==> src/core/att_pkg.sv <==
// Constants and types of the autotune teach sequencer.
package att_pkg;

  // System clock rate and the derived millisecond tick.
  localparam int CLK_HZ   = 32'h0773_5940;
  localparam int MS_PER_S = 32'h0000_03E8;
  localparam int TICK_CYC = CLK_HZ / MS_PER_S;

  // Hold, wait and blink times in milliseconds.
  localparam logic [15:0] T_MODE_MS  = 16'h09C4;
  localparam logic [15:0] T_START_MS = 16'h01F4;
  localparam logic [15:0] T_ARM_MS   = 16'h2710;
  localparam logic [15:0] T_WAIT_MS  = 16'h2710;
  localparam logic [15:0] T_EXT_MS   = 16'h1388;
  localparam logic [15:0] T_CLOSE_MS = 16'h3A98;
  localparam logic [15:0] T_LED_M_MS = 16'h01F4;
  localparam logic [15:0] T_LED_R_MS = 16'h00C8;
  localparam logic [15:0] T_DEB_MS   = 16'h0014;

  // Register offsets.
  localparam logic [7:0] OFF_CTRL   = 8'h00;
  localparam logic [7:0] OFF_STATUS = 8'h04;
  localparam logic [7:0] OFF_TOL    = 8'h08;
  localparam logic [7:0] OFF_ISTAT  = 8'h0C;
  localparam logic [7:0] OFF_ICLR   = 8'h10;
  localparam logic [7:0] OFF_IEN    = 8'h14;
  localparam logic [7:0] OFF_TGT_A  = 8'h18;
  localparam logic [7:0] OFF_TGT_B  = 8'h1C;
  localparam logic [7:0] OFF_TGT_C  = 8'h20;
  localparam logic [7:0] OFF_TGT_D  = 8'h24;

  // Command bits of the control register.
  localparam int CTRL_MODE  = 0;
  localparam int CTRL_START = 1;
  localparam int CTRL_RESET = 2;

  // Event bits of the interrupt registers.
  localparam int EV_DONE  = 0;
  localparam int EV_TMO   = 1;
  localparam int EV_WRONG = 2;
  localparam int EV_RESET = 3;

  // Reset values and codes.
  localparam logic [15:0] TOL_RST     = 16'h0008;
  localparam logic [1:0]  SINGLE_SEAT = 2'h2;

  typedef enum logic [7:0] {
    ATT_IDLE  = 8'h01,
    ATT_ARMED = 8'h02,
    ATT_OPEN  = 8'h04,
    ATT_CL1   = 8'h08,
    ATT_UP    = 8'h10,
    ATT_CL2   = 8'h20,
    ATT_LO    = 8'h40,
    ATT_CL3   = 8'h80
  } att_state_t;

endpackage : att_pkg

==> src/core/att_debounce.sv <==
// Input synchroniser and debouncer for the teach buttons.
`timescale 1ns/1ps
module att_debounce #(
  parameter int N = 3
) (
  // Clock and reset.
  input  wire logic         clk_sys,
  input  wire logic         rst_n,
  // Millisecond tick.
  input  wire logic         tick,
  // Raw and clean levels.
  input  wire logic [N-1:0] raw,
  output logic [N-1:0]      clean
);

  typedef struct packed {
    logic [N-1:0]       s1;
    logic [N-1:0]       s2;
    logic [N-1:0]       lvl;
    logic [N-1:0][15:0] cnt;
  } att_deb_t;

  att_deb_t r_ff;
  att_deb_t nxt_r;

  always_comb
  begin
    nxt_r    = r_ff;
    nxt_r.s1 = raw;
    nxt_r.s2 = r_ff.s1;
    for (int i = 0; i < N; i++)
    begin
      if (r_ff.s2[i] == r_ff.lvl[i])
        nxt_r.cnt[i] = 16'h0000;
      else if (tick && r_ff.cnt[i] == att_pkg::T_DEB_MS - 16'h0001)
      begin
        nxt_r.lvl[i] = r_ff.s2[i];
        nxt_r.cnt[i] = 16'h0000;
      end
      else if (tick)
        nxt_r.cnt[i] = r_ff.cnt[i] + 16'h0001;
    end
  end

  always_ff @(posedge clk_sys or negedge rst_n)
  begin
    if (!rst_n)
      r_ff <= '0;
    else
      r_ff <= nxt_r;
  end

  assign clean = r_ff.lvl;

endmodule : att_debounce

==> src/core/att_sequencer.sv <==
// Autotune teach sequencer for a process valve position unit.
// Function
// - Buttons b and c held 2.5 s enter autotune.
// - Button a held 0.5 s starts teach.
// - No start within 10 s leaves autotune.
// - Latch closed, open pilot a, wait, latch open.
// - Motion at wait end adds 5 s.
// - Release pilot a, await closure within 15 s.
// - Single-seat finishes after closing, else seats follow.
// - Upper seat via pilot b, latch, close.
// - Lower seat via pilot c, latch, close.
// - Lower seat checks valve-type selection.
// - Closure timeout or wrong selection aborts.
// - Abort clears targets and shows fault.
// - Buttons a and b 2.5 s clear targets unless a teach is running.
// - Valve state derived from four target flags.
// - Service requests act like button presses.
// - Target reached only inside tolerance band.
//
// Added by the designer: the strobed register port and the register offsets.
`timescale 1ns/1ps
module att_sequencer #(
  parameter int SW       = 10,
  parameter int TICK_CYC = att_pkg::TICK_CYC
) (
  // Clock and reset.
  input  wire logic          clk_sys,
  input  wire logic          rst_n,
  // Teach buttons and valve-type switches.
  input  wire logic          teach_button_a,
  input  wire logic          teach_button_b,
  input  wire logic          teach_button_c,
  input  wire logic          valve_type_switch_lo,
  input  wire logic          valve_type_switch_hi,
  // Position sensor readings.
  input  wire logic [SW-1:0] pos_ext,
  input  wire logic [SW-1:0] pos_int,
  // Register port.
  input  wire logic [7:0]    reg_addr,
  input  wire logic [31:0]   reg_wdata,
  input  wire logic          reg_wr,
  input  wire logic          reg_rd,
  output logic [31:0]        reg_rdata,
  // Pilot valves.
  output logic               pilot_output_a,
  output logic               pilot_output_b,
  output logic               pilot_output_c,
  // Position feedback.
  output logic               target_pos_a,
  output logic               target_pos_b,
  output logic               target_pos_c,
  output logic               target_pos_d,
  output logic [1:0]         valve_state,
  // Indicator and interrupt.
  output logic [2:0]         status_indicator,
  output logic               irq
);

  typedef struct packed {
    att_pkg::att_state_t st;
    logic [16:0]         tick;
    logic [15:0]         tmr;
    logic                ext;
    logic                moved;
    logic [15:0]         h_mode;
    logic [15:0]         h_start;
    logic [15:0]         h_rst;
    logic [1:0]          vt_s1;
    logic [1:0]          vt_s2;
    logic [3:0]          taught;
    logic [SW-1:0]       ta;
    logic [SW-1:0]       tb;
    logic [SW-1:0]       tc;
    logic [SW-1:0]       td;
    logic [SW-1:0]       prev_ext;
    logic [SW-1:0]       prev_int;
    logic [SW-1:0]       tol;
    logic [2:0]          pilot;
    logic                err;
    logic [3:0]          reach;
    logic [1:0]          vstate;
    logic [15:0]         ledc;
    logic [1:0]          ph;
    logic                bl;
    logic [2:0]          led;
    logic [3:0]          ist;
    logic [3:0]          ien;
    logic [31:0]         rdata;
  } att_seq_t;

  att_seq_t r_ff;
  att_seq_t nxt_r;

  logic [2:0]  btn;
  logic        tick;
  logic        svc_mode;
  logic        svc_start;
  logic        svc_rst;
  logic        mode_req;
  logic        start_req;
  logic        rst_req;
  logic        run;
  logic        wexp;
  logic        extend;
  logic        closed;
  logic        closing;
  logic        abort;
  logic        wrong;
  logic [3:0]  ev;
  logic [3:0]  clr;
  logic [15:0] per;

  function automatic logic in_band(logic [SW-1:0] x, logic [SW-1:0] t,
                                   logic [SW-1:0] tol);
    logic [SW-1:0] d;
    d = (x > t) ? x - t : t - x;
    return d <= tol;
  endfunction : in_band

  function automatic logic [15:0] hold_nxt(logic on, logic tk, logic [15:0] h,
                                           logic [15:0] lim);
    if (!on)
      return 16'h0000;
    if (tk && h != lim)
      return h + 16'h0001;
    return h;
  endfunction : hold_nxt

  att_debounce #(
    .N (3)
  ) u_deb (
    .clk_sys (clk_sys),
    .rst_n   (rst_n),
    .tick    (tick),
    .raw     ({teach_button_c, teach_button_b, teach_button_a}),
    .clean   (btn)
  );

  assign tick = r_ff.tick == 17'(TICK_CYC - 1);

  assign svc_mode  = reg_wr && reg_addr == att_pkg::OFF_CTRL
                     && reg_wdata[att_pkg::CTRL_MODE];
  assign svc_start = reg_wr && reg_addr == att_pkg::OFF_CTRL
                     && reg_wdata[att_pkg::CTRL_START];
  assign svc_rst   = reg_wr && reg_addr == att_pkg::OFF_CTRL
                     && reg_wdata[att_pkg::CTRL_RESET];
  assign clr = (reg_wr && reg_addr == att_pkg::OFF_ICLR) ? reg_wdata[3:0] : 4'h0;

  assign mode_req  = svc_mode || (btn[1] && btn[2] && tick
                     && r_ff.h_mode == att_pkg::T_MODE_MS - 16'h0001);
  assign start_req = svc_start || (btn[0] && !btn[1] && !btn[2] && tick
                     && r_ff.h_start == att_pkg::T_START_MS - 16'h0001);
  assign rst_req   = svc_rst || (btn[0] && btn[1] && tick
                     && r_ff.h_rst == att_pkg::T_MODE_MS - 16'h0001);

  assign run     = !(r_ff.st inside {att_pkg::ATT_IDLE, att_pkg::ATT_ARMED});
  assign wexp    = r_ff.tmr == (r_ff.ext ? att_pkg::T_EXT_MS : att_pkg::T_WAIT_MS);
  assign extend  = wexp && !r_ff.ext && r_ff.moved;
  assign closed  = in_band(pos_ext, r_ff.ta, r_ff.tol);
  assign closing = r_ff.st inside {att_pkg::ATT_CL1, att_pkg::ATT_CL2, att_pkg::ATT_CL3};
  assign per     = (r_ff.st == att_pkg::ATT_ARMED) ? att_pkg::T_LED_M_MS
                                                   : att_pkg::T_LED_R_MS;

  always_comb
  begin
    nxt_r         = r_ff;
    abort         = 1'b0;
    wrong         = 1'b0;
    ev            = 4'h0;
    nxt_r.tick    = tick ? 17'h0_0000 : r_ff.tick + 17'h0_0001;
    nxt_r.vt_s1   = {valve_type_switch_hi, valve_type_switch_lo};
    nxt_r.vt_s2   = r_ff.vt_s1;
    nxt_r.h_mode  = hold_nxt(btn[1] && btn[2], tick, r_ff.h_mode, att_pkg::T_MODE_MS);
    nxt_r.h_start = hold_nxt(btn[0] && !btn[1] && !btn[2], tick, r_ff.h_start,
                             att_pkg::T_START_MS);
    nxt_r.h_rst   = hold_nxt(btn[0] && btn[1], tick, r_ff.h_rst, att_pkg::T_MODE_MS);
    if (tick)
    begin
      nxt_r.tmr      = r_ff.tmr + 16'h0001;
      nxt_r.prev_ext = pos_ext;
      nxt_r.prev_int = pos_int;
      nxt_r.moved    = !in_band(pos_ext, r_ff.prev_ext, r_ff.tol)
                       || !in_band(pos_int, r_ff.prev_int, r_ff.tol);
    end
    if (extend)
    begin
      nxt_r.ext = 1'b1;
      nxt_r.tmr = 16'h0000;
    end
    case (r_ff.st)
      att_pkg::ATT_IDLE:
        if (mode_req)
          nxt_r.st = att_pkg::ATT_ARMED;
      att_pkg::ATT_ARMED:
        if (r_ff.tmr == att_pkg::T_ARM_MS)
          nxt_r.st = att_pkg::ATT_IDLE;
        else if (start_req)
        begin
          nxt_r.ta     = pos_ext;
          nxt_r.taught = 4'h1;
          nxt_r.err    = 1'b0;
          nxt_r.pilot  = 3'b001;
          nxt_r.st     = att_pkg::ATT_OPEN;
        end
      att_pkg::ATT_OPEN:
        if (wexp && !extend)
        begin
          nxt_r.tb        = pos_ext;
          nxt_r.taught[1] = 1'b1;
          nxt_r.pilot     = 3'b000;
          nxt_r.st        = att_pkg::ATT_CL1;
        end
      att_pkg::ATT_CL1:
        if (closed)
        begin
          if (r_ff.vt_s2 == att_pkg::SINGLE_SEAT)
          begin
            nxt_r.st          = att_pkg::ATT_IDLE;
            ev[att_pkg::EV_DONE] = 1'b1;
          end
          else
          begin
            nxt_r.pilot = 3'b010;
            nxt_r.st    = att_pkg::ATT_UP;
          end
        end
        else if (r_ff.tmr == att_pkg::T_CLOSE_MS)
          abort = 1'b1;
      att_pkg::ATT_UP:
        if (wexp && !extend)
        begin
          nxt_r.tc        = pos_int;
          nxt_r.taught[2] = 1'b1;
          nxt_r.pilot     = 3'b000;
          nxt_r.st        = att_pkg::ATT_CL2;
        end
      att_pkg::ATT_CL2:
        if (closed)
        begin
          nxt_r.pilot = 3'b100;
          nxt_r.st    = att_pkg::ATT_LO;
        end
        else if (r_ff.tmr == att_pkg::T_CLOSE_MS)
          abort = 1'b1;
      att_pkg::ATT_LO:
        if (wexp && !extend)
        begin
          if (in_band(pos_int, r_ff.tc, r_ff.tol))
          begin
            abort = 1'b1;
            wrong = 1'b1;
          end
          else
          begin
            nxt_r.td        = pos_int;
            nxt_r.taught[3] = 1'b1;
            nxt_r.pilot     = 3'b000;
            nxt_r.st        = att_pkg::ATT_CL3;
          end
        end
      att_pkg::ATT_CL3:
        if (closed)
        begin
          nxt_r.st          = att_pkg::ATT_IDLE;
          ev[att_pkg::EV_DONE] = 1'b1;
        end
        else if (r_ff.tmr == att_pkg::T_CLOSE_MS)
          abort = 1'b1;
      default:
        nxt_r.st = att_pkg::ATT_IDLE;
    endcase
    if (abort)
    begin
      nxt_r.st     = att_pkg::ATT_IDLE;
      nxt_r.pilot  = 3'b000;
      nxt_r.taught = 4'h0;
      nxt_r.ta     = '0;
      nxt_r.tb     = '0;
      nxt_r.tc     = '0;
      nxt_r.td     = '0;
      nxt_r.err    = 1'b1;
      ev[att_pkg::EV_TMO]   = !wrong;
      ev[att_pkg::EV_WRONG] = wrong;
    end
    else if (rst_req && !run)
    begin
      nxt_r.taught = 4'h0;
      nxt_r.ta     = '0;
      nxt_r.tb     = '0;
      nxt_r.tc     = '0;
      nxt_r.td     = '0;
      ev[att_pkg::EV_RESET] = 1'b1;
    end
    if (nxt_r.st != r_ff.st)
    begin
      nxt_r.tmr = 16'h0000;
      nxt_r.ext = 1'b0;
    end
    nxt_r.reach = {r_ff.taught[3] && in_band(pos_int, r_ff.td, r_ff.tol),
                   r_ff.taught[2] && in_band(pos_int, r_ff.tc, r_ff.tol),
                   r_ff.taught[1] && in_band(pos_ext, r_ff.tb, r_ff.tol),
                   r_ff.taught[0] && closed};
    nxt_r.vstate = r_ff.reach[0] ? 2'h1 : r_ff.reach[1] ? 2'h2
                 : (r_ff.reach[2] || r_ff.reach[3]) ? 2'h3 : 2'h0;
    if (tick)
      nxt_r.ledc = r_ff.ledc + 16'h0001;
    if (tick && r_ff.ledc >= per - 16'h0001)
    begin
      nxt_r.ledc = 16'h0000;
      nxt_r.ph   = (r_ff.ph == 2'h2) ? 2'h0 : r_ff.ph + 2'h1;
      nxt_r.bl   = !r_ff.bl;
    end
    if (r_ff.st != att_pkg::ATT_IDLE)
      nxt_r.led = 3'(3'b001 << r_ff.ph);
    else if (r_ff.taught == 4'h0)
      nxt_r.led = r_ff.bl ? 3'b001 : 3'b000;
    else
      nxt_r.led = 3'b100;
    if (reg_wr && reg_addr == att_pkg::OFF_TOL)
      nxt_r.tol = reg_wdata[SW-1:0];
    if (reg_wr && reg_addr == att_pkg::OFF_IEN)
      nxt_r.ien = reg_wdata[3:0];
    // New events win over a clear in the same cycle.
    nxt_r.ist   = (r_ff.ist & ~clr) | ev;
    nxt_r.rdata = 32'h0000_0000;
    if (reg_rd)
      case (reg_addr)
        att_pkg::OFF_STATUS: nxt_r.rdata = {12'h000, r_ff.err, r_ff.pilot, r_ff.reach,
                                            r_ff.taught, r_ff.st};
        att_pkg::OFF_TOL:    nxt_r.rdata = 32'(r_ff.tol);
        att_pkg::OFF_ISTAT:  nxt_r.rdata = {28'h000_0000, r_ff.ist};
        att_pkg::OFF_IEN:    nxt_r.rdata = {28'h000_0000, r_ff.ien};
        att_pkg::OFF_TGT_A:  nxt_r.rdata = 32'(r_ff.ta);
        att_pkg::OFF_TGT_B:  nxt_r.rdata = 32'(r_ff.tb);
        att_pkg::OFF_TGT_C:  nxt_r.rdata = 32'(r_ff.tc);
        att_pkg::OFF_TGT_D:  nxt_r.rdata = 32'(r_ff.td);
        default:             nxt_r.rdata = 32'h0000_0000;
      endcase
  end

  always_ff @(posedge clk_sys or negedge rst_n)
  begin
    if (!rst_n)
    begin
      r_ff       <= '0;
      r_ff.st    <= att_pkg::ATT_IDLE;
      r_ff.tol   <= SW'(att_pkg::TOL_RST);
    end
    else
      r_ff <= nxt_r;
  end

  assign reg_rdata        = r_ff.rdata;
  assign pilot_output_a   = r_ff.pilot[0];
  assign pilot_output_b   = r_ff.pilot[1];
  assign pilot_output_c   = r_ff.pilot[2];
  assign target_pos_a     = r_ff.reach[0];
  assign target_pos_b     = r_ff.reach[1];
  assign target_pos_c     = r_ff.reach[2];
  assign target_pos_d     = r_ff.reach[3];
  assign valve_state      = r_ff.vstate;
  assign status_indicator = r_ff.led;
  assign irq              = |(r_ff.ist & r_ff.ien);
endmodule : att_sequencer

==> config.mk <==
export PLATFORM = sky130hd
export DESIGN_NAME = att_sequencer
export DESIGN_NICKNAME = d
export VERILOG_FILES = /design/src/core/att_pkg.sv /design/src/core/att_debounce.sv /design/src/core/att_sequencer.sv
export SDC_FILE = /design/constraint.sdc
export NUM_CORES = 1
export LEC_CHECK = 0
export ABC_AREA = 1
export BUFFER_PORTS_ARGS = -buffer_cell sky130_fd_sc_hd__buf_2
export CELL_PAD_IN_SITES_DETAIL_PLACEMENT = 2
export CELL_PAD_IN_SITES_GLOBAL_PLACEMENT = 2
export CORE_UTILIZATION = 36
export DETAILED_ROUTE_END_ITERATION = 12
export GPL_TIMING_DRIVEN = 0
export PLACE_DENSITY = 0.84
export SYNTH_ARGS = -nofsm -noshare
export SYNTH_HDL_FRONTEND = slang
export SYNTH_SLANG_ARGS = --single-unit
export TNS_END_PERCENT = 1
==> constraint.sdc <==
create_clock -name clk_sys -period 6.4 [get_ports clk_sys]
set_input_delay 1.28 -clock clk_sys [delete_from_list [all_inputs] [get_ports clk_sys]]
set_output_delay 1.28 -clock clk_sys [all_outputs]
set_load 0.005 [all_outputs]
==> reports/metrics.yaml, run 1 <==
timing:
  slew_violations: 0
  finalSetupTns_ps: 0
  fmax_mhz: 168
  finalCriticalPeriod_ps: 5970
  tightest_slew_ps: 1440
  min_period_over_period_pct: 93.2
  report.final.hold_viol_count: 0
  setup_viol: 0
  relSlewSlack_pct: 2.77
  rsz0062_at_grt: "no"
  whs_ps: 348
  skew_ps: 30.9
clocking:
  cts_buffer_depth: 3
  cts_resized: 0
  clock-root-buffer: "clkbuf_16"
  cts.sinks: 286
  clkLatencyLatePin_ps: 590
  cts_buffers: 38
  post-cts-setup-buffers: 0
  clkTransAtPathRegs_ps: 60
  htreeDepth: 2
  cts_tree: "done"
  ctsHoldBuffers: 0
final_layout:
  final_common_cell: "nand2_1"
  area_delta_synth_final_pct: 12.9
  fin_area_mm2: 0.0241
  fillerInstances: 6866
  final_cell_count_no_fill: 3771
  mostFrequentLayoutCells: "543 x nand2_1, 430 x inv_1, 284 x dfrtp_1"
  drive_gt1_share_pct: 9.58
  fin_nets: 3250
critical_path:
  crit_required_ps: 6920
  crit_slowest_cell: "nor2_1"
  endpoint_kind: "flip-flop"
  reg2reg_from: "r_ff[132]$_DFFE_PN0P_"
  rr_endpoint: "r_ff[123]$_DFFE_PN0P_"
  worstPathMaxFanout: 10
  startpoint_type: "input pin"
  max_stage_delay_ps: 440
  r2r_slack_ps: 1220
  arrival_ps: 6480
  critPathKind: "in2reg"
  reg2regPathDepth: 23
  crit_top_cell: "nor2_1"
synth:
  netlist_area_mm2: 0.0213
  synth_edf_count: 0
  ys_ff_latch: 286
  synth_cell_types: 67
  avgSynthCellArea_um2: 7.50
  seq_area_frac_synth_pct: 33.6
  syn_inst: 2846
  synthArstFlopShare_pct: 100
  synth_ff_type: "dfrtp_1"
  yosys_warnings: 0
route:
  drt-total-wl_um: 83400
  drc_errors: 0
  vias_per_cell: 5.50
  wire_per_inst_um: 22.1
  drt_first_pass_iters: 5
  drt_iter0_drc: 864
  ant_nets: 0
  vias: 20743
global_route:
  grt_first_pass_wirelength_um: 133000
  grt_usage_pct: 28.0
  overflow: 0
  grt_max_degree: 105
  antenna_found_initial: 4
  grt_pass1_vias: 23625
pwr:
  p_clk_share_pct: 44.8
  combPwrFrac_pct: 18.0
  ir_worst_vdd_mv: 0.170
  swShare_pct: 30.5
  pwr_density_cell_mw_per_mm2: 208
  finalPower_w: 0.00501
  p_seq_share_pct: 37.2
  p_int_w: 0.00348
  p_sw_w: 0.00153
  p_leak_nw: 12.2
min_path:
  hold_path_depth: 0
  min_path_type: "reg2reg"
  hold_end: "u_deb.r_ff[53]$_DFF_PN0_"
  worstHoldStart: "u_deb.nxt_r[53]$_DFF_PN0_"
placed_design:
  gp_congestion: 0.952
  port_buffers: 79
  hpwl_um: 64100
  place_inst: 3703
  detailed_place.area_mm2: 0.0228
floorplanning:
  initial_utilization_pct: 36.7
  dieWidth_um: 245
  die_y_um: 245
  io-pin-count: 114
  core_mm2: 0.0581
  die_area_mm2: 0.0602
  num_rows: 88
run:
  drv_cap: 0
outcome:
  status: "completed"
layout make-up:
class | instances | area, um^2 | area share [%]
Inverter | 447 | 1680 | 6.97
Sequential cell | 286 | 7160 | 29.7
Multi-Input combinational cell | 2034 | 12000 | 49.8
Clock buffer | 53 | 1110 | 4.60
Tap cell | 765 | 957 | 3.97
Timing Repair Buffer | 81 | 460 | 1.91
Antenna cell | 1 | 2.50 | 0.0104
Clock inverter | 14 | 183 | 0.758
Buffer | 90 | 551 | 2.29
power groups by stage:
stage / combinational, W / sequential [W] / clock (W)
final: 0.000902 / 0.00186 / 0.00224
after global routing: 0.00102 / 0.00186 / 0.00235
after CTS: 0.000910 / 0.00186 / 0.00230
after detailed placement: 0.000899 / 0.00189 / 0
after global placement: 0.000846 / 0.00189 / 0
after floorplan: 0.000572 / 0.00188 / 0
routing by layer:
layer	wire length [um]	vias up	part of all wire, %	global-route usage [%]
met1	34200	10545	41	32.9
li1	-	9689	-	-
met3	2820	149	3.4	2.77
met4	3330	2	4.0	11.5
met5	14	-	0.017	0
met2	43000	358	52	51.8
Yosys cell counts, types with 16 or more instances:
| cell type | n | area (um^2) |
|---|---|---|
| a21oi_1 | 214 | 1070 |
| a221oi_1 | 16 | 140 |
| buf_4 | 42 | 315 |
| clkbuf_1 | 29 | 109 |
| dfrtp_1 | 284 | 7110 |
| ha_1 | 191 | 2390 |
| inv_1 | 430 | 1610 |
| inv_2 | 16 | 60.1 |
| nand2_1 | 543 | 2040 |
| nand3_1 | 121 | 606 |
| nand4_1 | 78 | 488 |
| nor2_1 | 255 | 957 |
| nor3_1 | 68 | 340 |
| nor4_1 | 29 | 181 |
| o21ai_0 | 152 | 761 |
| o22ai_1 | 71 | 444 |
| xnor2_1 | 16 | 140 |
| xor2_1 | 77 | 674 |
worst max path at each step:
stage	end	slack, ps	start	cells after the start
global route	r_ff[123]$_DFFE_PN0P_	20	pos_ext[0]	25
detailed placement	r_ff[215]$_DFFE_PN0P_	-120	pos_int[0]	30
floorplan	r_ff[213]$_DFFE_PN0P_	1490	pos_ext[0]	28
global placement	u_deb.r_ff[42]$_DFFE_PN0P_	-1910	rst_n	1
finish	r_ff[210]$_DFFE_PN0P_	430	pos_int[0]	30
CTS	r_ff[123]$_DFFE_PN0P_	410	pos_ext[0]	25
sequential cells by signal (all words and copies together) (netlist names), 2 cells and up:
register / count
nxt_r: 2
r_ff: 195
reg_rdata: 20
status_indicator: 3
u_deb.clean: 3
u_deb.nxt_r: 3
u_deb.r_ff: 51
valve_state: 2
through the flow:
step                util [%]  setup slack, ps
floorplan                  -             1490
global placement        39.1            -1910
detailed placement      39.2             -118
CTS                     41.4              406
global route            41.4             22.2
finish                  41.4              433
worst max-delay path: cells and delay by family:
| family | cells | cell delay, ps |
|---|---|---|
| compound gates | 3 | 640 |
| buf+inv | 5 | 910 |
| simple gates | 18 | 2540 |
| xor+xnor | 1 | 180 |
| fa+ha+maj | 3 | 940 |
logic make-up after synthesis:
logic type                 after synthesis  synth area share (%)
AOI/OAI and AO/OA                      548                  14.8
xor gates and xnor gates                93                  3.82
adders and majority gates              203                  12.3
buffers and inverters                  537                  10.4
DFF                                    286                  33.6
muxes                                   14                 0.698
other                                    1                0.0176
and+or+nand+nor                       1164                  24.4
Note: power is estimated with default switching activity, not from simulation.
==> inputs of run 2 (changes only) <==
--- a/config.mk
+++ b/config.mk
@@ -13,6 +13,7 @@
 export DETAILED_ROUTE_END_ITERATION = 12
 export GPL_TIMING_DRIVEN = 0
 export PLACE_DENSITY = 0.84
+export REMOVE_ABC_BUFFERS = 1
 export SYNTH_ARGS = -nofsm -noshare
 export SYNTH_HDL_FRONTEND = slang
 export SYNTH_SLANG_ARGS = --single-unit
==> run 2 against run 1 <==
  * Global-route usage shrank 0.91 points
  * First-iteration DRC count grew 11%
  * Utilization shrank 0.46 points
  * Hold slack lost 2.7 ps
  * Critical endpoint is now r_ff[201]$_DFFE_PN0P_
  * Highest routed layer unchanged
==> reports/metrics.yaml, run 2 (same netlist as run 1, synthesis figures left out) <==
pwr:
  p_sw_w: 0.00156  # +2.0%
  pwr_density_cell_mw_per_mm2: 212  # +1.8%
  ir_worst_vdd_mv: 0.185  # +8.8%
  p_seq_share_pct: 36.9  # -0.3 points
  p_leak_nw: 12.0  # -1.6%
  combPwrFrac_pct: 18.0  # about the same
  finalPower_w: 0.00504  # +0.70%
  p_int_w: 0.00348  # +0.11%
  p_clk_share_pct: 45.1  # +0.3 points
  swShare_pct: 30.9  # +0.41 points
timing:
  fmax_mhz: 165  # -1.3%
  slew_violations: 0  # unchanged
  finalSetupTns_ps: 0  # unchanged
  skew_ps: 20.8  # -10.1 ps
  setup_viol: 0  # unchanged
  rsz0062_at_grt: "no"
  relSlewSlack_pct: 9.32  # +6.5 points
  whs_ps: 345  # -2.73 ps
  finalCriticalPeriod_ps: 6040  # +77.0 ps
  report.final.hold_viol_count: 0  # unchanged
  min_period_over_period_pct: 94.4  # +1.2 points
  tightest_slew_ps: 1360  # -84.4 ps
route:
  drc_errors: 0  # unchanged
  vias: 20473  # -1.3%
  drt-total-wl_um: 81400  # -2.4%
  ant_nets: 0  # unchanged
  wire_per_inst_um: 22.0  # -0.62%
  drt_iter0_drc: 963  # +11%
  drt_first_pass_iters: 5  # unchanged
  vias_per_cell: 5.53  # +0.51%
global_route:
  grt_pass1_vias: 22993  # -2.7%
  grt_usage_pct: 27.1  # -0.91 points
  grt_first_pass_wirelength_um: 129000  # -2.8%
  antenna_found_initial: 4  # unchanged
  overflow: 0  # unchanged
  grt_max_degree: 113  # +7.6%
clocking:
  cts_tree: "done"
  cts.sinks: 286  # unchanged
  clkTransAtPathRegs_ps: 60  # about the same
  clkLatencyLatePin_ps: 590  # about the same
  htreeDepth: 2  # unchanged
  cts_buffer_depth: 3  # unchanged
  clock-root-buffer: "clkbuf_16"
  cts_buffers: 38  # unchanged
final_layout:
  fillerInstances: 6820  # -0.67%
  top_register: "r_ff"
  largest_register_ffs: 195  # unchanged
  drive_gt1_share_pct: 8.51  # -1.1 points
  fin_nets: 3180  # -2.2%
  area_delta_synth_final_pct: 11.6
  fin_area_mm2: 0.0238  # -1.1%
  final_cell_count_no_fill: 3703  # -1.8%
  final_common_cell: "nand2_1"
  mostFrequentLayoutCells: "540 x nand2_1, 430 x inv_1, 284 x dfrtp_1"
min_path:
  min_path_type: "reg2reg"
critical_path:
  arrival_ps: 6550  # +70 ps
  startpoint_type: "input pin"
  crit_slowest_cell: "fa_1"
  worstPathMaxFanout: 12  # +2
  crit_required_ps: 6900  # -20 ps
  critPathKind: "in2reg"
  crit_buf_inv: 8  # +3
  endpoint_kind: "flip-flop"
  crit_top_cell: "nand2_1"
  path_delay_family: "simple AND/OR/NAND/NOR gates"
  max_stage_delay_ps: 420  # -20 ps
floorplanning:
  initial_utilization_pct: 36.7  # unchanged
  core_mm2: 0.0581  # unchanged
  die_y_um: 245  # unchanged
  dieWidth_um: 245  # unchanged
  die_area_mm2: 0.0602  # unchanged
  io-pin-count: 114  # unchanged
  num_rows: 88  # unchanged
run:
  drv_cap: 0  # unchanged
placed_design:
  hpwl_um: 60900  # -4.9%
  detailed_place.area_mm2: 0.0223  # -2.2%
  port_buffers: 79  # unchanged
  place_inst: 3615  # -2.4%
  gp_congestion: 0.894  # -6.1%
outcome:
  status: "completed"
-- run 2: final cells by class --
class / instances / area, um^2 / area share (%)
Clock inverter: 16 / 230 / 0.967
Inverter: 447 / 1680 / 7.04
Timing Repair Buffer: 98 / 668 / 2.81
Sequential cell: 286 / 7160 / 30.1
Tap cell: 765 / 957 / 4.02
Multi-Input combinational cell: 2037 / 12100 / 50.6
Clock buffer: 53 / 1070 / 4.48
Antenna cell: 1 / 2.50 / 0.0105
-- run 2: worst paths after layout --
check                                          start                         to  slack (ps)  depth (start not counted)
max                                       pos_ext[0]      r_ff[201]$_DFFE_PN0P_         360                         31
min                        u_deb.nxt_r[51]$_DFF_PN0_   u_deb.r_ff[51]$_DFF_PN0_         350                          0
max reg2reg                    r_ff[132]$_DFFE_PN0P_      r_ff[201]$_DFFE_PN0P_        1120                         29
min reg2reg                u_deb.nxt_r[51]$_DFF_PN0_   u_deb.r_ff[51]$_DFF_PN0_         350                          0
max in group asynchronous                      rst_n      r_ff[183]$_DFFE_PN0P_        4620                          2
min in group asynchronous                      rst_n  u_deb.r_ff[6]$_DFFE_PN0P_         690                          1
-- run 2: power by group through the flow --
stage / sequential, W / combinational (W) / clock [W]
2_1_floorplan: 0.00188 / 0.000552 / 0
3_3_place_gp: 0.00189 / 0.000817 / 0
3_5_place_dp: 0.00189 / 0.000882 / 0
4_1_cts: 0.00186 / 0.000912 / 0.00231
5_1_grt: 0.00186 / 0.00101 / 0.00238
6_report: 0.00186 / 0.000909 / 0.00227
-- run 2: what timing repair did --
action,4_1_cts,5_1_grt
gates resized for setup,3,5
hold endpoints to repair,0,0
endpoints found under the setup margin,59,59
setup buffers,14,0
hold buffers,0,0
cloned,3,0
pin swaps,5,0
-- run 2: stage by stage --
step	worst slack (ps)	util [%]
final	356	41.0
after global routing	43.9	41.0
after CTS	95.0	40.9
after detailed placement	-1680	38.4
after global placement	-1780	38.1
after floorplan	973	-
-- run 2: routing by layer --
layer | track usage (%) | routed length [um] | part of all wire [%]
met3 | 3.13 | 2380 | 2.9
met1 | 34.0 | 36200 | 44
met4 | 9.08 | 2650 | 3.3
met2 | 48.0 | 40200 | 49
met5 | 0 | 26 | 0.032
